===== config.mk =====
export PLATFORM = sky130hd
export DESIGN_NAME = acr_ctrl
export DESIGN_NICKNAME = d
export VERILOG_FILES = /design/src/acr_pkg.sv /design/src/acr_ctrl.sv /design/src/acr_result_hold.sv
export SDC_FILE = /design/constraint.sdc
export NUM_CORES = 1
export LEC_CHECK = 0
export ABC_CLOCK_PERIOD_IN_PS = 2530
export BUFFER_PORTS_ARGS = -buffer_cell sky130_fd_sc_hd__buf_2
export CAP_MARGIN = 20
export CORE_ASPECT_RATIO = 0.6
export CORE_UTILIZATION = 40
export CTS_CLUSTER_DIAMETER = 150
export CTS_CLUSTER_SIZE = 8
export DETAILED_ROUTE_END_ITERATION = 6
export HOLD_SLACK_MARGIN = 0.05
export PLACE_DENSITY = 0.66
export SYNTH_ARGS = -nofsm -noshare
export SYNTH_HDL_FRONTEND = slang
export SYNTH_SLANG_ARGS = --single-unit

===== constraint.sdc =====
create_clock -name aclk -period 2.53 [get_ports aclk]
set_input_delay 0.3795 -clock aclk [delete_from_list [all_inputs] [get_ports aclk]]
set_output_delay 0.3795 -clock aclk [all_outputs]
set_load 0.02 [all_outputs]

===== src/acr_pkg.sv =====
// Constants, register map and carrier types of the converter result-transfer and abort control.
package acr_pkg;

	// Bus geometry.
	localparam int unsigned ACR_ADDR_W = 8;
	localparam int unsigned ACR_DATA_W = 32;

	// Register byte addresses.
	localparam logic [7:0] ACR_OFF_SC     = 8'h00;
	localparam logic [7:0] ACR_OFF_CLK    = 8'h04;
	localparam logic [7:0] ACR_OFF_RES_HI = 8'h08;
	localparam logic [7:0] ACR_OFF_RES_LO = 8'h0c;
	localparam logic [7:0] ACR_OFF_IRQ_ST = 8'h10;
	localparam logic [7:0] ACR_OFF_IRQ_MK = 8'h14;
	localparam logic [7:0] ACR_OFF_CORE   = 8'h18;

	// Status/control fields.
	localparam int unsigned ACR_SC_CONVERSION_COMPLETE_FLAG_BIT = 7;
	localparam int unsigned ACR_SC_CONT_BIT = 5;
	localparam int unsigned ACR_CH_W        = 5;
	localparam logic [4:0]  ACR_CH_OFF      = 5'h1f;
	localparam logic [4:0]  ACR_CH_RESET    = 5'h1f;

	// Clock configuration fields.
	localparam int unsigned ACR_CLK_MODE10_BIT = 0;
	localparam int unsigned ACR_CLK_ACLK_BIT   = 1;
	localparam int unsigned ACR_CLK_MISC_LSB   = 2;
	localparam int unsigned ACR_CLK_MISC_W     = 6;
	localparam logic [7:0]  ACR_CLK_RESET      = 8'h00;

	// Interrupt status and mask bits.
	localparam int unsigned ACR_IRQ_W        = 3;
	localparam int unsigned ACR_IRQ_DONE_BIT = 0;
	localparam int unsigned ACR_IRQ_DISC_BIT = 1;
	localparam int unsigned ACR_IRQ_ABRT_BIT = 2;

	// Core status fields.
	localparam int unsigned ACR_CS_BUSY_BIT = 0;
	localparam int unsigned ACR_CS_PEND_BIT = 1;
	localparam int unsigned ACR_CS_PWR_BIT  = 2;

	// Result widths and reset value.
	localparam int unsigned ACR_RES_W    = 10;
	localparam logic [7:0]  ACR_BYTE_RST = 8'h00;

	// Bus responses.
	localparam logic [1:0] ACR_RESP_OKAY   = 2'h0;
	localparam logic [1:0] ACR_RESP_SLVERR = 2'h2;

	// Conversion sequencer states, one-hot.
	typedef enum logic [1:0] {
		ACR_ST_OFF  = 2'h1,
		ACR_ST_CONV = 2'h2
	} acr_state_e;

	// Requests to the analog core.
	typedef struct packed {
		logic                start;
		logic                abort;
		logic                power_en;
		logic                mode10;
		logic [ACR_CH_W-1:0] channel;
	} acr_core_req_s;

	// Answers from the analog core.
	typedef struct packed {
		logic                 done;
		logic [ACR_RES_W-1:0] result;
	} acr_core_rsp_s;

endpackage


===== src/acr_ctrl.sv =====
// Converter control top: AXI4-Lite registers, conversion sequencing and abort handling.
`timescale 1ns/1ps
`default_nettype none

module acr_ctrl
	import acr_pkg::*;
(
	input  wire logic                  aclk,
	input  wire logic                  aresetn,
	input  wire logic [ACR_ADDR_W-1:0] s_axi_awaddr,
	input  wire logic                  s_axi_awvalid,
	output logic                       s_axi_awready,
	input  wire logic [ACR_DATA_W-1:0] s_axi_wdata,
	input  wire logic [3:0]            s_axi_wstrb,
	input  wire logic                  s_axi_wvalid,
	output logic                       s_axi_wready,
	output logic [1:0]                 s_axi_bresp,
	output logic                       s_axi_bvalid,
	input  wire logic                  s_axi_bready,
	input  wire logic [ACR_ADDR_W-1:0] s_axi_araddr,
	input  wire logic                  s_axi_arvalid,
	output logic                       s_axi_arready,
	output logic [ACR_DATA_W-1:0]      s_axi_rdata,
	output logic [1:0]                 s_axi_rresp,
	output logic                       s_axi_rvalid,
	input  wire logic                  s_axi_rready,
	input  wire logic                  stop_mode,
	input  wire acr_core_rsp_s         core_rsp,
	output acr_core_req_s              core_req,
	output logic                       irq
);

	// Register map: each register is one byte in the low end of an aligned 32-bit word.
	// The status and control byte carries the completion flag, continuous select and channel.
	// The clock configuration byte carries 10-bit mode, asynchronous clock enable and spares.
	// The two result bytes are read-only; writes to them answer OKAY and change nothing.
	// The event status byte is sticky and cleared by writing ones; the mask byte gates irq.
	// The core status byte shows a running conversion, an armed read lock and core power.
	// Any other offset answers with a slave error and has no side effect.
	// Upper data bits read as zero and are ignored on writes.

	// The record below holds every flop of the block outside the result holder; outputs are read straight from it.
	// Pulses in it are cleared at the top of the next-state logic and set where they occur.
	// Whole control state of the block.
	typedef struct packed {
		acr_state_e              state;
		logic                    cont;
		logic [ACR_CH_W-1:0]     ch;
		logic                    conversion_complete_flag;
		logic [7:0]              clk_cfg;
		logic [ACR_IRQ_W-1:0]    irq_st;
		logic [ACR_IRQ_W-1:0]    irq_mk;
		logic                    irq;
		logic                    awready;
		logic                    wready;
		logic                    have_aw;
		logic                    have_w;
		logic [ACR_ADDR_W-1:0]   awaddr;
		logic [7:0]              wdata;
		logic                    wen;
		logic                    bvalid;
		logic [1:0]              bresp;
		logic                    arready;
		logic                    rvalid;
		logic [1:0]              rresp;
		logic [ACR_DATA_W-1:0]   rdata;
		acr_core_req_s           req;
	} acr_ctrl_s;

	acr_ctrl_s st_ff;
	acr_ctrl_s nxt_st;

	// Glue between the bus slave, the result holder and the sequencer.
	// The read strobes are combinational so the lock tracks the access in the cycle it is taken.
	// The holder's outputs are registered, so blocked and transfer pulses come a cycle after done.
	// That extra cycle is why the sequencer restarts from the idle state rather than from done.
	logic       rd_high;
	logic       rd_low;
	logic       core_done;
	logic [7:0] res_hi;
	logic [7:0] res_lo;
	logic       res_xfer;
	logic       res_blocked;
	logic       res_pend;

	// Read side effects happen on the address handshake, so each read counts once.
	assign rd_high = s_axi_arvalid && st_ff.arready && (s_axi_araddr == ACR_OFF_RES_HI);
	assign rd_low  = s_axi_arvalid && st_ff.arready && (s_axi_araddr == ACR_OFF_RES_LO);

	// A done from the core counts only while a conversion is really running.
	assign core_done = core_rsp.done && (st_ff.state == ACR_ST_CONV) && !st_ff.req.abort;

	// The holder keeps the two result bytes and the two-byte read lock.
	// It sees done only while a conversion really runs, so a late done from an aborted
	// conversion can never overwrite the bytes.
	// Mode follows the clock configuration byte directly; a mode change is itself an abort.

	acr_result_hold u_hold (
		.aclk      (aclk),
		.aresetn   (aresetn),
		.done      (core_done),
		.result    (core_rsp.result),
		.mode10    (st_ff.clk_cfg[ACR_CLK_MODE10_BIT]),
		.rd_high   (rd_high),
		.rd_low    (rd_low),
		.high_byte (res_hi),
		.low_byte  (res_lo),
		.xfer      (res_xfer),
		.blocked   (res_blocked),
		.pending   (res_pend)
	);

	// Next-state logic for bus slave, registers, sequencer and interrupt.
	always_comb begin
		logic       aw_hs;
		logic       w_hs;
		logic       do_wr;
		logic       wr_sc;
		logic       wr_clk;
		logic       stop_abort;
		logic       any_abort;
		logic       start_now;
		logic [7:0] rbyte;
		logic       rmap;
		logic [ACR_IRQ_W-1:0] ev;

		aw_hs      = s_axi_awvalid && st_ff.awready;
		w_hs       = s_axi_wvalid && st_ff.wready;
		do_wr      = 1'b0;
		wr_sc      = 1'b0;
		wr_clk     = 1'b0;
		stop_abort = 1'b0;
		any_abort  = 1'b0;
		start_now  = 1'b0;
		rbyte      = 8'h00;
		rmap       = 1'b1;
		ev         = '0;

		nxt_st           = st_ff;
		nxt_st.req.start = 1'b0;
		nxt_st.req.abort = 1'b0;
		nxt_st.wen       = 1'b0;

		// Each ready drops after its handshake and comes back only once the response is taken.
		// That keeps one write in flight with no queue; the price is a gap between writes.
		// Only the low data byte and its strobe matter, since every register is one byte wide.
		// Write address and data are accepted in either order.
		if (aw_hs) begin
			nxt_st.have_aw = 1'b1;
			nxt_st.awready = 1'b0;
			nxt_st.awaddr  = s_axi_awaddr;
		end
		if (w_hs) begin
			nxt_st.have_w = 1'b1;
			nxt_st.wready = 1'b0;
			nxt_st.wdata  = s_axi_wdata[7:0];
			nxt_st.wen    = s_axi_wstrb[0];
		end

		// The store happens one cycle after the later half arrives, from the held copies, so the address
		// may lead the data; data taken before its address loses its one-cycle strobe copy and is not stored.
		// Perform the write once both halves are held, then answer.
		if (st_ff.have_aw && st_ff.have_w && !st_ff.bvalid) begin
			do_wr          = st_ff.wen;
			nxt_st.have_aw = 1'b0;
			nxt_st.have_w  = 1'b0;
			nxt_st.bvalid  = 1'b1;
			nxt_st.bresp   = ACR_RESP_OKAY;
			unique case (st_ff.awaddr)
				ACR_OFF_SC: begin
					wr_sc = do_wr;
				end
				ACR_OFF_CLK: begin
					wr_clk = do_wr;
				end
				ACR_OFF_IRQ_ST, ACR_OFF_IRQ_MK, ACR_OFF_RES_HI, ACR_OFF_RES_LO,
				ACR_OFF_CORE: begin
					nxt_st.bresp = ACR_RESP_OKAY;
				end
				default: begin
					nxt_st.bresp = ACR_RESP_SLVERR;
				end
			endcase
		end
		// Taking the response reopens both channels together for the next write.
		// A slave error leaves every register untouched.
		if (st_ff.bvalid && s_axi_bready) begin
			nxt_st.bvalid  = 1'b0;
			nxt_st.awready = 1'b1;
			nxt_st.wready  = 1'b1;
		end

		// A store with the low strobe clear still answers OKAY but leaves every register alone.
		// Writing the control byte also clears the completion flag further down.
		// Register stores.
		if (wr_sc) begin
			nxt_st.cont = st_ff.wdata[ACR_SC_CONT_BIT];
			nxt_st.ch   = st_ff.wdata[ACR_CH_W-1:0];
		end
		if (wr_clk) begin
			nxt_st.clk_cfg = st_ff.wdata;
		end
		if (do_wr && st_ff.awaddr == ACR_OFF_IRQ_MK) begin
			nxt_st.irq_mk = st_ff.wdata[ACR_IRQ_W-1:0];
		end

		// Three things abort a running conversion besides reset: a control write, a clock
		// write, and stop mode while the asynchronous clock is off.
		// The abort event bit is raised only when a conversion was actually running,
		// so software can tell a real abort from a harmless configuration write.
		// Reset needs no term here because it clears the whole record below.
		// Abort sources other than reset.
		stop_abort = stop_mode && !st_ff.clk_cfg[ACR_CLK_ACLK_BIT];
		any_abort  = wr_sc || wr_clk || stop_abort;

		// The sequencer has only two states; the analog core owns all conversion timing.
		// A start pulse always goes with power on in the same cycle, so the core never sees
		// a start while its references are off.
		// A control write that restarts carries both the abort and the start pulse at once;
		// the core must treat start as winning so that the new conversion runs.
		// Stop mode without the asynchronous clock also blocks any restart until it ends.
		// Sequencer: abort first, then a fresh start that overrides it or a restart after a result.
		if (st_ff.state == ACR_ST_CONV && any_abort) begin
			nxt_st.req.abort = 1'b1;
			ev[ACR_IRQ_ABRT_BIT] = 1'b1;
		end
		if (any_abort) begin
			nxt_st.state = ACR_ST_OFF;
		end else if (core_done) begin
			nxt_st.state = ACR_ST_OFF;
		end
		if (wr_sc && st_ff.wdata[ACR_CH_W-1:0] != ACR_CH_OFF && !stop_abort) begin
			start_now = 1'b1;
		end
		if (!any_abort && st_ff.state == ACR_ST_OFF && res_blocked) begin
			start_now = 1'b1;
		end
		if (!any_abort && st_ff.state == ACR_ST_OFF && res_xfer && st_ff.cont) begin
			start_now = 1'b1;
		end
		if (start_now) begin
			nxt_st.state     = ACR_ST_CONV;
			nxt_st.req.start = 1'b1;
		end
		// Power, mode and channel to the core follow the next state, so they change
		// together with the start pulse.
		nxt_st.req.power_en = (nxt_st.state == ACR_ST_CONV);
		nxt_st.req.mode10   = nxt_st.clk_cfg[ACR_CLK_MODE10_BIT];
		nxt_st.req.channel  = nxt_st.ch;

		// A fresh result is never hidden by an access that raced it in the same cycle.
		// Completion flag: a transfer sets it and beats a clearing access.
		if (wr_sc || rd_low) begin
			nxt_st.conversion_complete_flag = 1'b0;
		end
		if (res_xfer) begin
			nxt_st.conversion_complete_flag = 1'b1;
		end

		// Read data are taken from the address in the cycle it is accepted and then held,
		// so a result that lands while rvalid waits for rready does not change the answer.
		// The low-byte read releases the lock at the same edge that captures the byte.
		// Read path: answer one cycle after the address is taken.
		unique case (s_axi_araddr)
			ACR_OFF_SC: begin
				rbyte = {st_ff.conversion_complete_flag, 1'b0, st_ff.cont, st_ff.ch};
			end
			ACR_OFF_CLK: begin
				rbyte = st_ff.clk_cfg;
			end
			ACR_OFF_RES_HI: begin
				rbyte = res_hi;
			end
			ACR_OFF_RES_LO: begin
				rbyte = res_lo;
			end
			ACR_OFF_IRQ_ST: begin
				rbyte = {5'h00, st_ff.irq_st};
			end
			ACR_OFF_IRQ_MK: begin
				rbyte = {5'h00, st_ff.irq_mk};
			end
			ACR_OFF_CORE: begin
				rbyte = {5'h00, st_ff.req.power_en, res_pend, st_ff.state == ACR_ST_CONV};
			end
			default: begin
				// Unmapped reads return zero data with a slave error and no side effect.
				rmap = 1'b0;
			end
		endcase
		if (s_axi_arvalid && st_ff.arready) begin
			nxt_st.arready = 1'b0;
			nxt_st.rvalid  = 1'b1;
			nxt_st.rdata   = {24'h000000, rbyte};
			nxt_st.rresp   = rmap ? ACR_RESP_OKAY : ACR_RESP_SLVERR;
		end
		if (st_ff.rvalid && s_axi_rready) begin
			nxt_st.rvalid  = 1'b0;
			nxt_st.arready = 1'b1;
		end

		// The interrupt is the registered OR of the status bits gated by the mask, taken from the next values,
		// so it rises in the same cycle as the status bit that causes it.
		// Sticky events: write one to clear, a new event in the same cycle survives.
		ev[ACR_IRQ_DONE_BIT] = res_xfer;
		ev[ACR_IRQ_DISC_BIT] = res_blocked;
		if (do_wr && st_ff.awaddr == ACR_OFF_IRQ_ST) begin
			nxt_st.irq_st = st_ff.irq_st & ~st_ff.wdata[ACR_IRQ_W-1:0];
		end
		nxt_st.irq_st = nxt_st.irq_st | ev;
		nxt_st.irq    = |(nxt_st.irq_st & nxt_st.irq_mk);
	end

	// Reset also clears the result bytes in the holder, unlike a plain abort.
	// The request resets with the channel at its off code, matching the stored channel.
	// A reset is itself an abort: sequencer off and core unpowered.
	always_ff @(posedge aclk) begin
		if (!aresetn) begin
			st_ff <= '{
				state:   ACR_ST_OFF,
				ch:      ACR_CH_RESET,
				clk_cfg: ACR_CLK_RESET,
				awready: 1'b1,
				wready:  1'b1,
				arready: 1'b1,
				req:     '{channel: ACR_CH_RESET, default: 1'b0},
				default: '0
			};
		end else begin
			st_ff <= nxt_st;
		end
	end

	// No output passes through logic after its flip-flop, so the core sees clean levels.
	// Every output is a flip-flop of the state record.
	assign s_axi_awready = st_ff.awready;
	assign s_axi_wready  = st_ff.wready;
	assign s_axi_bvalid  = st_ff.bvalid;
	assign s_axi_bresp   = st_ff.bresp;
	assign s_axi_arready = st_ff.arready;
	assign s_axi_rvalid  = st_ff.rvalid;
	assign s_axi_rresp   = st_ff.rresp;
	assign s_axi_rdata   = st_ff.rdata;
	assign core_req      = st_ff.req;
	assign irq           = st_ff.irq;

endmodule

`default_nettype wire


===== src/acr_result_hold.sv =====
// Result byte pair with the two-byte read interlock.
`timescale 1ns/1ps
`default_nettype none

module acr_result_hold
	import acr_pkg::*;
(
	input  wire logic                 aclk,
	input  wire logic                 aresetn,
	input  wire logic                 done,
	input  wire logic [ACR_RES_W-1:0] result,
	input  wire logic                 mode10,
	input  wire logic                 rd_high,
	input  wire logic                 rd_low,
	output logic [7:0]                high_byte,
	output logic [7:0]                low_byte,
	output logic                      xfer,
	output logic                      blocked,
	output logic                      pending
);

	typedef struct packed {
		logic [7:0] hi;
		logic [7:0] lo;
		logic       xfer;
		logic       blocked;
		logic       pend;
	} acr_hold_s;

	acr_hold_s st_ff;
	acr_hold_s nxt_st;

	// Transfer or discard a finished result, and track a half-read pair.
	always_comb begin
		nxt_st         = st_ff;
		nxt_st.xfer    = 1'b0;
		nxt_st.blocked = 1'b0;
		if (done) begin
			if (st_ff.pend && mode10) begin
				nxt_st.blocked = 1'b1;
			end else begin
				nxt_st.xfer = 1'b1;
				if (mode10) begin
					nxt_st.hi = {6'h00, result[9:8]};
					nxt_st.lo = result[7:0];
				end else begin
					nxt_st.hi = ACR_BYTE_RST;
					nxt_st.lo = result[9:2];
				end
			end
		end
		// A high read arms the lock only in 10-bit mode; the low read releases it.
		if (rd_high && mode10) begin
			nxt_st.pend = 1'b1;
		end
		if (rd_low) begin
			nxt_st.pend = 1'b0;
		end
	end

	// Only reset touches the bytes outside a transfer.
	always_ff @(posedge aclk) begin
		if (!aresetn) begin
			st_ff <= '{hi: ACR_BYTE_RST, lo: ACR_BYTE_RST, default: 1'b0};
		end else begin
			st_ff <= nxt_st;
		end
	end

	assign high_byte = st_ff.hi;
	assign low_byte  = st_ff.lo;
	assign xfer      = st_ff.xfer;
	assign blocked   = st_ff.blocked;
	assign pending   = st_ff.pend;

endmodule

`default_nettype wire


==> flow_summary.html, run 1 <==
<table>
<tr><th>Metric</th><th>Value</th></tr>
<tr><th colspan="2">Finish</th></tr>
<tr><td>Area of the multi-input gates</td><td>approximately 1600 µm²</td></tr>
<tr><td>Sequential Area</td><td>1480 µm²</td></tr>
<tr><td>Final non-filler cell area</td><td>4000 µm²</td></tr>
<tr><td>Top library cells by usage in the layout, fill and taps aside</td><td>sky130_fd_sc_hd__dfxtp_1 (74), sky130_fd_sc_hd__buf_2 (68), sky130_fd_sc_hd__nand2_1 (61)</td></tr>
<tr><td>Diode insertion count for antenna repair</td><td>0</td></tr>
<tr><td>Synth-to-layout area growth</td><td>16.2%</td></tr>
<tr><td>Most common cell after layout, fill and taps aside</td><td>sky130_fd_sc_hd__dfxtp_1</td></tr>
<tr><td>Number of nets in the layout</td><td>520</td></tr>
<tr><td>Fraction of layout instances using a drive strength above 1</td><td>0.238</td></tr>
<tr><td>Fillers</td><td>776</td></tr>
<tr><td>Core utilization of the finished layout</td><td>0.494</td></tr>
<tr><th colspan="2">Logic synthesis</th></tr>
<tr><td>Most common flop cell mapped by yosys</td><td>sky130_fd_sc_hd__dfxtp_1</td></tr>
<tr><td>Number of flip-flops and latches in the synthesized netlist</td><td>between 70 and 80</td></tr>
<tr><td>Asr flop ratio synth</td><td>0</td></tr>
<tr><td>Average instance area after synthesis</td><td>between 8 and 9 µm²</td></tr>
<tr><td>Area of the mapped netlist</td><td>~3400 µm²</td></tr>
<tr><td>Library cells used by synthesis</td><td>43</td></tr>
<tr><td>Yosys warns</td><td>0</td></tr>
<tr><td>Share of synthesized area occupied by flip-flops and latches</td><td>0.430</td></tr>
<tr><td>Synthesized instance count</td><td>401</td></tr>
<tr><td>Post-synth EDFFs</td><td>0</td></tr>
<tr><th colspan="2">Placement</th></tr>
<tr><td>I/O Buffers</td><td>68</td></tr>
<tr><td>Placement-stage cell area</td><td>3660 µm²</td></tr>
<tr><td>Global placer's final weighted congestion</td><td>~0.86</td></tr>
<tr><td>Sum of net half-perimeters after detailed placement</td><td>6120 µm</td></tr>
<tr><th colspan="2">GRT</th></tr>
<tr><td>Number of global-route vias before repair</td><td>about 2500</td></tr>
<tr><td>Antenna violations before repair</td><td>0</td></tr>
<tr><td>Remaining global-route overflow</td><td>0</td></tr>
<tr><td>First-pass GRT wire length</td><td>about 13000 µm</td></tr>
<tr><td>Overall fraction of global-route tracks in use</td><td>0.192</td></tr>
<tr><td>Largest net degree at the start of global routing</td><td>31</td></tr>
<tr><th colspan="2">Flow run</th></tr>
<tr><td>Max Cap Viol</td><td>0</td></tr>
<tr><th colspan="2">STA</th></tr>
<tr><td>Setup repair after global routing missed its margin</td><td>no</td></tr>
<tr><td>Final setup TNS</td><td>0 ps</td></tr>
<tr><td>Count of final hold-check violations</td><td>0</td></tr>
<tr><td>Fin Clk Skew</td><td>between 5 and 6 ps</td></tr>
<tr><td>Worst hold-check slack</td><td>242 ps</td></tr>
<tr><td>Final setup violating endpoints</td><td>0</td></tr>
<tr><td>Final slew viol count</td><td>0</td></tr>
<tr><td>Max frequency</td><td>460 MHz</td></tr>
<tr><td>Clock period minus final worst setup slack</td><td>2170 ps</td></tr>
<tr><td>Transition at the pin with the smallest max-transition slack</td><td>638 ps</td></tr>
<tr><td>Period utilization</td><td>0.859</td></tr>
<tr><td>Headroom to the max-slew limit</td><td>0.571</td></tr>
<tr><th colspan="2">Critical path</th></tr>
<tr><td>Type of element launching the critical path</td><td>register</td></tr>
<tr><td>Kind of cell with the highest combined delay on the critical path</td><td>simple AND/OR/NAND/NOR gates</td></tr>
<tr><td>CP required</td><td>2730 ps</td></tr>
<tr><td>Largest driver fanout on the critical path</td><td>4</td></tr>
<tr><td>Peak per-stage delay on the critical path</td><td>590 ps</td></tr>
<tr><td>Number of gates on the worst path with buffers counted</td><td>5</td></tr>
<tr><td>WS Path Type</td><td>reg2reg</td></tr>
<tr><td>Critical-path top delay cell</td><td>sky130_fd_sc_hd__or4_4</td></tr>
<tr><td>Buffering stage count on the worst path with inverters included</td><td>0</td></tr>
<tr><td>Cell-by-cell trace of the critical path</td><td>or4_4, nor4_1, a31oi_1, a22oi_1, o31ai_1</td></tr>
<tr><td>Count of cells along the worst register-to-register path</td><td>5</td></tr>
<tr><td>Launch instance of the worst register-to-register path</td><td>st_ff[58]</td></tr>
<tr><td>Capturing element of the worst setup path</td><td>irq</td></tr>
<tr><td>Worst r2r dst</td><td>irq</td></tr>
<tr><td>Slack of the worst reg-to-reg path</td><td>360 ps</td></tr>
<tr><td>Launch point of the critical path</td><td>st_ff[58]</td></tr>
<tr><td>Type of destination of the critical path</td><td>register</td></tr>
<tr><td>Signal arrival time at the worst endpoint</td><td>2380 ps</td></tr>
<tr><th colspan="2">Die</th></tr>
<tr><td>Die Height</td><td>73.9 µm</td></tr>
<tr><td>Site Rows</td><td>25</td></tr>
<tr><td>I/O Pins</td><td>around 120</td></tr>
<tr><td>Core area</td><td>8100 µm²</td></tr>
<tr><td>Die outline width</td><td>~120 µm</td></tr>
<tr><td>Total Die Area</td><td>approximately 9000 µm²</td></tr>
<tr><td>Initial Utilization</td><td>0.425</td></tr>
<tr><th colspan="2">Route</th></tr>
<tr><td>First-pass iteration count of the detailed router</td><td>5</td></tr>
<tr><td>First-iteration detailed-routing DRC count</td><td>269</td></tr>
<tr><td>ANT nets after route</td><td>0</td></tr>
<tr><td>Remaining design rule violation count</td><td>0</td></tr>
<tr><td>Wirelength per Cell</td><td>between 10 and 15 µm</td></tr>
<tr><td>Via density per instance</td><td>5.11</td></tr>
<tr><td>Vias</td><td>2866</td></tr>
<tr><td>Overall routed net length</td><td>8150 µm</td></tr>
<tr><th colspan="2">Pwr</th></tr>
<tr><td>Leak Pwr</td><td>1.62 nW</td></tr>
<tr><td>Power density over cell area</td><td>~720 nW/µm²</td></tr>
<tr><td>Power after layout</td><td>2.89 mW</td></tr>
<tr><td>Maximum resistive drop on vdd</td><td>405 µV</td></tr>
<tr><th colspan="2">Clock tree</th></tr>
<tr><td>Clock transition at the registers of the reported paths</td><td>~60 ps</td></tr>
<tr><td>Clock Path Buffers</td><td>2</td></tr>
<tr><td>Hold bufs inserted after CTS</td><td>0</td></tr>
<tr><td>Deepest level of the CTS H-tree</td><td>3</td></tr>
<tr><td>CTS sink count</td><td>74</td></tr>
<tr><td>Post-CTS Setup Repair Bufs</td><td>0</td></tr>
<tr><td>Clock tree from TritonCTS</td><td>built</td></tr>
<tr><td>Number of instances resized during post-cts repair</td><td>0</td></tr>
<tr><td>Cell chosen for the clock root</td><td>sky130_fd_sc_hd__clkbuf_16</td></tr>
<tr><td>Clock latency on the worst-skew pair</td><td>340 ps</td></tr>
<tr><td>Number of buffers created by CTS</td><td>9</td></tr>
<tr><th colspan="2">Run status</th></tr>
<tr><td>Outcome</td><td>finished clean</td></tr>
<tr><th colspan="2">Hold path</th></tr>
<tr><td>Class of the tightest hold or removal check</td><td>in2reg</td></tr>
</table>
-- flip-flops by register name, indices dropped and copies added (netlist names), 2 cells and up --
| signal | flops |
|---|---|
| st_ff | 37 |
| core_req | 8 |
| s_axi_rdata | 8 |
| u_hold.low_byte | 8 |
| u_hold.high_byte | 2 |
-- kinds of logic (layout without fill, tap and decap cells) --
group | after synthesis | count (layout) | share of synthesized area
buffers and inverters | 73 | 100 | 0.131
AO/OA/AOI/OAI | 77 | 77 | 0.133
AND/OR/NAND/NOR | 147 | 147 | 0.210
flip-flops | 74 | 74 | 0.430
other | 1 | 26 | 0.00109
multiplexers | 29 | 29 | 0.0945
-- Yosys cell counts, types with 2 or more instances --
cell	n	area (µm²)
sky130_fd_sc_hd__buf_1	3	11.3
sky130_fd_sc_hd__a31oi_1	5	31.3
sky130_fd_sc_hd__nand2b_1	4	25.0
sky130_fd_sc_hd__mux2_2	8	90.1
sky130_fd_sc_hd__a21oi_1	36	180
sky130_fd_sc_hd__and3_1	2	12.5
sky130_fd_sc_hd__and4_1	2	17.5
sky130_fd_sc_hd__clkbuf_1	16	60.1
sky130_fd_sc_hd__nor3b_1	2	15.0
sky130_fd_sc_hd__a311oi_1	2	17.5
sky130_fd_sc_hd__nand4_1	3	18.8
sky130_fd_sc_hd__nor2b_1	2	12.5
sky130_fd_sc_hd__o21a_1	2	15.0
sky130_fd_sc_hd__nor3_1	5	25.0
sky130_fd_sc_hd__nand2_1	61	229
sky130_fd_sc_hd__o21ai_0	12	60.1
sky130_fd_sc_hd__buf_4	45	338
sky130_fd_sc_hd__a211oi_1	8	60.1
sky130_fd_sc_hd__nand3b_1	2	15.0
sky130_fd_sc_hd__a22oi_1	6	45.0
sky130_fd_sc_hd__and2_1	5	31.3
sky130_fd_sc_hd__nor4_4	2	42.5
sky130_fd_sc_hd__nand3_1	22	110
sky130_fd_sc_hd__mux4_2	2	45.0
sky130_fd_sc_hd__inv_1	8	30.0
sky130_fd_sc_hd__dfxtp_1	74	1480
sky130_fd_sc_hd__nor2_1	27	101
sky130_fd_sc_hd__o211ai_1	2	15.0
sky130_fd_sc_hd__mux2i_1	19	190
-- metrics by stage --
stage               setup slack, ps  cells
floorplan                       647    426
global placement                454    546
detailed placement              418    546
CTS                             374    561
global route                    196    561
finish                          357    561
-- how the worst min path moves through the flow --
stage	slack (ps)	to	start	cells past startpoint
2_1_floorplan	430	s_axi_rdata[0]	s_axi_rdata[0]	2
3_3_place_gp	440	st_ff[80]	st_ff[80]	2
3_5_place_dp	450	s_axi_rdata[0]	s_axi_rdata[0]	2
4_1_cts	240	s_axi_wready	s_axi_wvalid	2
5_1_grt	240	s_axi_wready	s_axi_wvalid	2
6_report	240	s_axi_wready	s_axi_wvalid	2
-- report_power, final --
| part | internal (mW) | switching, mW |
|---|---|---|
| sequential | 1.19 | 0.0307 |
| clock | 0.982 | 0.475 |
| combinational | 0.0721 | 0.143 |
| total | 2.25 | 0.648 |
-- layer usage --
layer  part of all wire  vias up  track usage
li1                   -     1421            -
met1               0.52     1323        0.285
met2               0.38      108        0.249
met3              0.082       14       0.0629
met4              0.014        0       0.0700
met5                  0        -            0
-- area by class of cell --
type,instances,share of cell area
clock inverters,5,0.0256
flip-flops and latches,74,0.370
repair buffers,77,0.102
clock buffers,10,0.0597
multi-input cells,279,0.401
inverters,8,0.00750
well taps,108,0.0338
-- worst register-to-register path, stage by stage (launching register included) --
cell and delay [ps]:
sky130_fd_sc_hd__dfxtp_1 310, sky130_fd_sc_hd__or4_4 590, sky130_fd_sc_hd__nor4_1 540, sky130_fd_sc_hd__a31oi_1 200, sky130_fd_sc_hd__a22oi_1 270, sky130_fd_sc_hd__o31ai_1 120
No activity file was read; power rests on OpenSTA's default activity.
==> run 2: changes to the inputs <==
ABC_CLOCK_PERIOD_IN_PS = 2300   (was 2530)
clock period = 2.3 ns   (was 2.53 ns; I/O delays follow)
==> run 2 against run 1 <==
Hold slack worse by 22 ps. Flip-flop and latch count unchanged. Largest power group is now sequential cells. Cell area down 1.5%.
==> flow_summary.html, run 2 (synthesized netlist as in run 1, its figures left out) <==
<table>
<tr><th>Metric</th><th>Value</th></tr>
<tr><th colspan="2">Run status</th></tr>
<tr><td>Outcome</td><td>finished clean</td></tr>
<tr><th colspan="2">Pwr</th></tr>
<tr><td>Leak Pwr</td><td>1.59 nW</td></tr>
<tr><td>Power after layout</td><td>2.89 mW</td></tr>
<tr><td>Power density over cell area</td><td>734 nW/µm²</td></tr>
<tr><td>Maximum resistive drop on vdd</td><td>332 µV</td></tr>
<tr><th colspan="2">Placement</th></tr>
<tr><td>Global placer's final weighted congestion</td><td>0.889</td></tr>
<tr><td>Placement-stage cell area</td><td>3670 µm²</td></tr>
<tr><td>Sum of net half-perimeters after detailed placement</td><td>6070 µm</td></tr>
<tr><td>I/O Buffers</td><td>between 60 and 70</td></tr>
<tr><th colspan="2">STA</th></tr>
<tr><td>Fin Clk Skew</td><td>4.43 ps</td></tr>
<tr><td>Setup repair after global routing missed its margin</td><td>no</td></tr>
<tr><td>Max frequency</td><td>488 MHz</td></tr>
<tr><td>Final setup TNS</td><td>0 ps</td></tr>
<tr><td>Period utilization</td><td>0.892</td></tr>
<tr><td>Headroom to the max-slew limit</td><td>0.570</td></tr>
<tr><td>Final slew viol count</td><td>0</td></tr>
<tr><td>Clock period minus final worst setup slack</td><td>2050 ps</td></tr>
<tr><td>Transition at the pin with the smallest max-transition slack</td><td>~640 ps</td></tr>
<tr><td>Final setup violating endpoints</td><td>0</td></tr>
<tr><td>Count of final hold-check violations</td><td>0</td></tr>
<tr><th colspan="2">Route</th></tr>
<tr><td>Via density per instance</td><td>5.14</td></tr>
<tr><td>First-iteration detailed-routing DRC count</td><td>227</td></tr>
<tr><td>First-pass iteration count of the detailed router</td><td>5</td></tr>
<tr><td>Wirelength per Cell</td><td>about 14 µm</td></tr>
<tr><td>Overall routed net length</td><td>8060 µm</td></tr>
<tr><td>Vias</td><td>2883</td></tr>
<tr><td>ANT nets after route</td><td>0</td></tr>
<tr><td>Remaining design rule violation count</td><td>0</td></tr>
<tr><th colspan="2">Critical path</th></tr>
<tr><td>WS Path Type</td><td>reg2reg</td></tr>
<tr><td>Launch point of the critical path</td><td>st_ff[58]</td></tr>
<tr><td>CP required</td><td>2500 ps</td></tr>
<tr><td>Type of element launching the critical path</td><td>register</td></tr>
<tr><td>Count of cells along the worst register-to-register path</td><td>6</td></tr>
<tr><td>Launch instance of the worst register-to-register path</td><td>st_ff[58]</td></tr>
<tr><td>Type of destination of the critical path</td><td>register</td></tr>
<tr><td>Signal arrival time at the worst endpoint</td><td>~2300 ps</td></tr>
<tr><td>Largest driver fanout on the critical path</td><td>9</td></tr>
<tr><th colspan="2">Hold path</th></tr>
<tr><td>Launch point of the worst hold path</td><td>s_axi_wvalid</td></tr>
<tr><td>Class of the tightest hold or removal check</td><td>in2reg</td></tr>
<tr><td>Worst hold stages</td><td>2</td></tr>
<tr><th colspan="2">GRT</th></tr>
<tr><td>Largest net degree at the start of global routing</td><td>39</td></tr>
<tr><td>Remaining global-route overflow</td><td>0</td></tr>
<tr><td>Antenna violations before repair</td><td>0</td></tr>
<tr><td>Overall fraction of global-route tracks in use</td><td>0.189</td></tr>
<tr><td>Number of global-route vias before repair</td><td>2428</td></tr>
<tr><td>First-pass GRT wire length</td><td>12400 µm</td></tr>
<tr><th colspan="2">Clock tree</th></tr>
<tr><td>Clock latency on the worst-skew pair</td><td>around 330 ps</td></tr>
<tr><td>Number of instances resized during post-cts repair</td><td>0</td></tr>
<tr><td>Clock transition at the registers of the reported paths</td><td>60 ps</td></tr>
<tr><td>Clock tree from TritonCTS</td><td>built</td></tr>
<tr><td>Cell chosen for the clock root</td><td>sky130_fd_sc_hd__clkbuf_16</td></tr>
<tr><td>Clock Path Buffers</td><td>2</td></tr>
<tr><td>Post-CTS Setup Repair Bufs</td><td>0</td></tr>
<tr><td>Deepest level of the CTS H-tree</td><td>3</td></tr>
<tr><td>Hold bufs inserted after CTS</td><td>0</td></tr>
<tr><td>Number of buffers created by CTS</td><td>9</td></tr>
<tr><td>CTS sink count</td><td>74</td></tr>
<tr><th colspan="2">Die</th></tr>
<tr><td>I/O Pins</td><td>122</td></tr>
<tr><td>Die outline width</td><td>122 µm</td></tr>
<tr><td>Die Height</td><td>73.9 µm</td></tr>
<tr><td>Site Rows</td><td>25</td></tr>
<tr><td>Core area</td><td>8100 µm²</td></tr>
<tr><td>Initial Utilization</td><td>0.425</td></tr>
<tr><td>Total Die Area</td><td>approximately 9000 µm²</td></tr>
<tr><th colspan="2">Finish</th></tr>
<tr><td>Fillers</td><td>778</td></tr>
<tr><td>Most common cell after layout, fill and taps aside</td><td>sky130_fd_sc_hd__dfxtp_1</td></tr>
<tr><td>Number of nets in the layout</td><td>521</td></tr>
<tr><td>Top library cells by usage in the layout, fill and taps aside</td><td>sky130_fd_sc_hd__dfxtp_1 (74), sky130_fd_sc_hd__buf_2 (68), sky130_fd_sc_hd__nand2_1 (61)</td></tr>
<tr><td>Final non-filler cell area</td><td>3940 µm²</td></tr>
<tr><td>Max reg flops</td><td>37</td></tr>
<tr><td>Synth-to-layout area growth</td><td>14.5%</td></tr>
<tr><td>Fraction of layout instances using a drive strength above 1</td><td>0.236</td></tr>
<tr><td>Diode insertion count for antenna repair</td><td>0</td></tr>
<tr><td>Largest Register</td><td>st_ff</td></tr>
<tr><th colspan="2">Flow run</th></tr>
<tr><td>Max Cap Viol</td><td>0</td></tr>
</table>
run 2: changes by cell type in the layout (fill, tap and decap cells not counted), sizes merged:
cell and delta:
clkinv +2, buf +1, bufinv -2, clkinvlp -1
run 2: power breakdown:
group / switching [mW] / internal (mW) / leakage [nW]
registers: 0.0332 / 1.31 / 0.601
clock network: 0.492 / 0.820 / 0.138
logic: 0.155 / 0.0805 / 0.855
run 2: layer usage:
| layer | vias to the layer above | wire [µm] | GRT usage |
|---|---|---|---|
| met5 | - | 0 | 0 |
| met4 | 0 | 99 | 0.0741 |
| met3 | 11 | 630 | 0.0559 |
| met2 | 108 | 3100 | 0.246 |
| met1 | 1338 | 4230 | 0.282 |
| li1 | 1426 | - | - |
run 2: through the flow:
step | worst slack, ps | cells | hold WS [ps] | util
2_1_floorplan | 417 | 426 | 426 | -
3_3_place_gp | 279 | 547 | 439 | 0.453
3_5_place_dp | 263 | 547 | 443 | 0.453
4_1_cts | 252 | 561 | 211 | 0.486
5_1_grt | 154 | 561 | 244 | 0.486
6_report | 249 | 561 | 220 | 0.486
run 2: cell type report:
class                   count  area, µm²  area share
well taps                 108        135      0.0343
repair buffers             78        415       0.105
clock buffers              10        229      0.0581
flip-flops and latches     74       1480       0.376
clock inverters             4       45.0      0.0114
inverters                   8       30.0     0.00762
multi-input cells         279       1610       0.407
run 2: worst paths after layout:
kind / to / slack (ps)
max: st_ff[78] / 250
min: s_axi_wready / 220
max reg2reg: st_ff[78] / 250
min reg2reg: s_axi_rdata[3] / 450
run 2: worst max-delay path: stages (launching register included):
cell and delay (ps):
sky130_fd_sc_hd__dfxtp_1 310, sky130_fd_sc_hd__or4_4 600, sky130_fd_sc_hd__nor4_4 380, sky130_fd_sc_hd__buf_4 240
sky130_fd_sc_hd__nand2_1 190, sky130_fd_sc_hd__nand2_1 130, sky130_fd_sc_hd__a21oi_1 70
==> run 3: changes to the inputs <==
ABC_CLOCK_PERIOD_IN_PS = 2500   (was 2300)
clock period = 2.5 ns   (was 2.3 ns; I/O delays follow)
==> run 3 against run 2 <==
Sequential power is 8% lower. Largest power group is now clock. Maximum frequency is 2.5% lower. Highest routed layer unchanged. Worst setup slack better by 150 ps. Die area stayed put. Combinational power is 8% lower. Critical endpoint is now irq. Critical path type unchanged. Register-to-register slack better by 150 ps. First-iteration DRC count is 19% lower. Sequential share of layout area hardly changed. Flip-flop and latch count stayed put.
==> flow_summary.html, run 3 (synthesized netlist as in run 1, its figures left out) <==
<table>
<tr><th>Metric</th><th>Value</th></tr>
<tr><th colspan="2">Run status</th></tr>
<tr><td>Outcome</td><td>finished clean</td></tr>
<tr><th colspan="2">Route</th></tr>
<tr><td>Met3 routed WL</td><td>622 µm</td></tr>
<tr><td>Vias</td><td>2848</td></tr>
<tr><td>Overall routed net length</td><td>8070 µm</td></tr>
<tr><td>Via density per instance</td><td>slightly above 5</td></tr>
<tr><td>Wirelength per Cell</td><td>14.4 µm</td></tr>
<tr><td>ANT nets after route</td><td>0</td></tr>
<tr><td>Post-route met1 wirelength</td><td>4280 µm</td></tr>
<tr><td>Met2 wire len</td><td>around 3100 µm</td></tr>
<tr><td>First-iteration detailed-routing DRC count</td><td>185</td></tr>
<tr><td>First-pass iteration count of the detailed router</td><td>4</td></tr>
<tr><td>Remaining design rule violation count</td><td>0</td></tr>
<tr><td>Uppermost layer routed</td><td>met4</td></tr>
<tr><th colspan="2">Finish</th></tr>
<tr><td>Sequential Area</td><td>1480 µm²</td></tr>
<tr><td>Number of nets in the layout</td><td>520</td></tr>
<tr><td>Largest Register</td><td>st_ff</td></tr>
<tr><td>Diode insertion count for antenna repair</td><td>0</td></tr>
<tr><td>Synth-to-layout area growth</td><td>14.6%</td></tr>
<tr><td>Top library cells by usage in the layout, fill and taps aside</td><td>sky130_fd_sc_hd__dfxtp_1 (74), sky130_fd_sc_hd__buf_2 (68), sky130_fd_sc_hd__nand2_1 (61)</td></tr>
<tr><td>Fillers</td><td>798</td></tr>
<tr><td>Area of the multi-input gates</td><td>1610 µm²</td></tr>
<tr><td>Max reg flops</td><td>37</td></tr>
<tr><td>Fraction of layout instances using a drive strength above 1</td><td>0.234</td></tr>
<tr><td>Most common cell after layout, fill and taps aside</td><td>sky130_fd_sc_hd__dfxtp_1</td></tr>
<tr><td>Final non-filler cell area</td><td>3950 µm²</td></tr>
<tr><th colspan="2">Clock tree</th></tr>
<tr><td>Post-CTS Setup Repair Bufs</td><td>0</td></tr>
<tr><td>Clock Path Buffers</td><td>2</td></tr>
<tr><td>Cell chosen for the clock root</td><td>sky130_fd_sc_hd__clkbuf_16</td></tr>
<tr><td>Number of instances resized during post-cts repair</td><td>0</td></tr>
<tr><td>Hold bufs inserted after CTS</td><td>0</td></tr>
<tr><td>Deepest level of the CTS H-tree</td><td>3</td></tr>
<tr><td>Clock transition at the registers of the reported paths</td><td>around 50 ps</td></tr>
<tr><td>Number of buffers created by CTS</td><td>9</td></tr>
<tr><td>Clock tree from TritonCTS</td><td>built</td></tr>
<tr><td>CTS sink count</td><td>74</td></tr>
<tr><td>Clock latency on the worst-skew pair</td><td>330 ps</td></tr>
<tr><th colspan="2">Critical path</th></tr>
<tr><td>Worst r2r dst</td><td>irq</td></tr>
<tr><td>Signal arrival time at the worst endpoint</td><td>2310 ps</td></tr>
<tr><td>CP required</td><td>2700 ps</td></tr>
<tr><td>WS Path Type</td><td>reg2reg</td></tr>
<tr><td>Launch instance of the worst register-to-register path</td><td>st_ff[58]</td></tr>
<tr><td>Slack of the worst reg-to-reg path</td><td>about 400 ps</td></tr>
<tr><td>Launch point of the critical path</td><td>st_ff[58]</td></tr>
<tr><td>Type of destination of the critical path</td><td>register</td></tr>
<tr><td>Count of cells along the worst register-to-register path</td><td>5</td></tr>
<tr><td>Capturing element of the worst setup path</td><td>irq</td></tr>
<tr><td>Largest driver fanout on the critical path</td><td>4</td></tr>
<tr><td>Type of element launching the critical path</td><td>register</td></tr>
<tr><th colspan="2">GRT</th></tr>
<tr><td>Largest net degree at the start of global routing</td><td>31</td></tr>
<tr><td>Overall fraction of global-route tracks in use</td><td>0.189</td></tr>
<tr><td>Antenna violations before repair</td><td>0</td></tr>
<tr><td>Number of global-route vias before repair</td><td>2515</td></tr>
<tr><td>First-pass GRT wire length</td><td>12500 µm</td></tr>
<tr><td>Remaining global-route overflow</td><td>0</td></tr>
<tr><th colspan="2">STA</th></tr>
<tr><td>Headroom to the max-slew limit</td><td>0.545</td></tr>
<tr><td>Fin Clk Skew</td><td>approximately 7 ps</td></tr>
<tr><td>Setup repair after global routing missed its margin</td><td>no</td></tr>
<tr><td>Count of final hold-check violations</td><td>0</td></tr>
<tr><td>Transition at the pin with the smallest max-transition slack</td><td>678 ps</td></tr>
<tr><td>Final slew viol count</td><td>0</td></tr>
<tr><td>Final setup TNS</td><td>0 ps</td></tr>
<tr><td>Final setup violating endpoints</td><td>0</td></tr>
<tr><td>Clock period minus final worst setup slack</td><td>roughly 2100 ps</td></tr>
<tr><td>Period utilization</td><td>0.842</td></tr>
<tr><td>Max frequency</td><td>475 MHz</td></tr>
<tr><th colspan="2">Die</th></tr>
<tr><td>Site Rows</td><td>25</td></tr>
<tr><td>Initial Utilization</td><td>0.425</td></tr>
<tr><td>I/O Pins</td><td>approximately 120</td></tr>
<tr><td>Die outline width</td><td>122 µm</td></tr>
<tr><td>Core area</td><td>8100 µm²</td></tr>
<tr><td>Die Height</td><td>between 70 and 80 µm</td></tr>
<tr><td>Total Die Area</td><td>9000 µm²</td></tr>
<tr><th colspan="2">Flow run</th></tr>
<tr><td>Max Cap Viol</td><td>0</td></tr>
<tr><th colspan="2">Hold path</th></tr>
<tr><td>Class of the tightest hold or removal check</td><td>in2reg</td></tr>
<tr><th colspan="2">Pwr</th></tr>
<tr><td>Maximum resistive drop on vdd</td><td>303 µV</td></tr>
<tr><td>Power density over cell area</td><td>slightly below 700 nW/µm²</td></tr>
<tr><td>Leak Pwr</td><td>between 1.5 and 2 nW</td></tr>
<tr><td>Power after layout</td><td>2.70 mW</td></tr>
<tr><th colspan="2">Placement</th></tr>
<tr><td>Placement-stage cell area</td><td>3660 µm²</td></tr>
<tr><td>I/O Buffers</td><td>68</td></tr>
<tr><td>Sum of net half-perimeters after detailed placement</td><td>6100 µm</td></tr>
<tr><td>Global placer's final weighted congestion</td><td>0.858</td></tr>
</table>
## run 3: cell count changes in the layout (fill, tap and decap cells not counted)
cell / previous run / this run
sky130_fd_sc_hd__buf_4: 10 / 9
sky130_fd_sc_hd__clkbuf_8: 0 / 1
sky130_fd_sc_hd__clkinv_2: 3 / 2
sky130_fd_sc_hd__clkbuf_1: 1 / 2
## run 3: worst max-delay path, stage by stage (launching register included)
cell	delay, ps
sky130_fd_sc_hd__dfxtp_1	310
sky130_fd_sc_hd__or4_4	590
sky130_fd_sc_hd__nor4_1	510
sky130_fd_sc_hd__a31oi_1	200
sky130_fd_sc_hd__a22oi_1	240
sky130_fd_sc_hd__o31ai_1	110
## run 3: routing by layer
| metal | up-vias | GRT usage |
|---|---|---|
| met2 | 98 | 0.244 |
| met3 | 7 | 0.0815 |
| met4 | 0 | 0.0576 |
| li1 | 1413 | - |
| met1 | 1330 | 0.275 |
| met5 | - | 0 |
## run 3: worst min path at each step
stage | start | slack [ps] | to | cells after the start
final | s_axi_wvalid | 240 | s_axi_wready | 2
after global routing | s_axi_wvalid | 240 | s_axi_wready | 2
after CTS | s_axi_wvalid | 230 | s_axi_wready | 2
after detailed placement | s_axi_rdata[1] | 450 | s_axi_rdata[1] | 2
after global placement | st_ff[80] | 440 | st_ff[80] | 2
after floorplan | s_axi_rdata[0] | 430 | s_axi_rdata[0] | 2
## run 3: report_power, final
group	total, mW	switching (mW)	internal (mW)
Combinational	0.217	0.144	0.0729
Sequential	1.24	0.0302	1.21
Clock	1.25	0.459	0.791
Total	2.70	0.634	2.07
## run 3: per-stage QoR
step,instances,utilization,worst slack [ps],hold slack [ps]
6_report,561,0.487,395,243
5_1_grt,561,0.487,219,241
4_1_cts,561,0.487,402,235
3_5_place_dp,546,0.452,427,448
3_3_place_gp,546,0.452,423,439
2_1_floorplan,426,-,617,426
## run 3: final cells by class
cell class	count	area share
multi-input combinational	279	0.407
sequential	74	0.375
timing repair buffer	77	0.103
clock buffer	12	0.0625
tap	108	0.0342
clock inverter	3	0.0101
inverter	8	0.00761
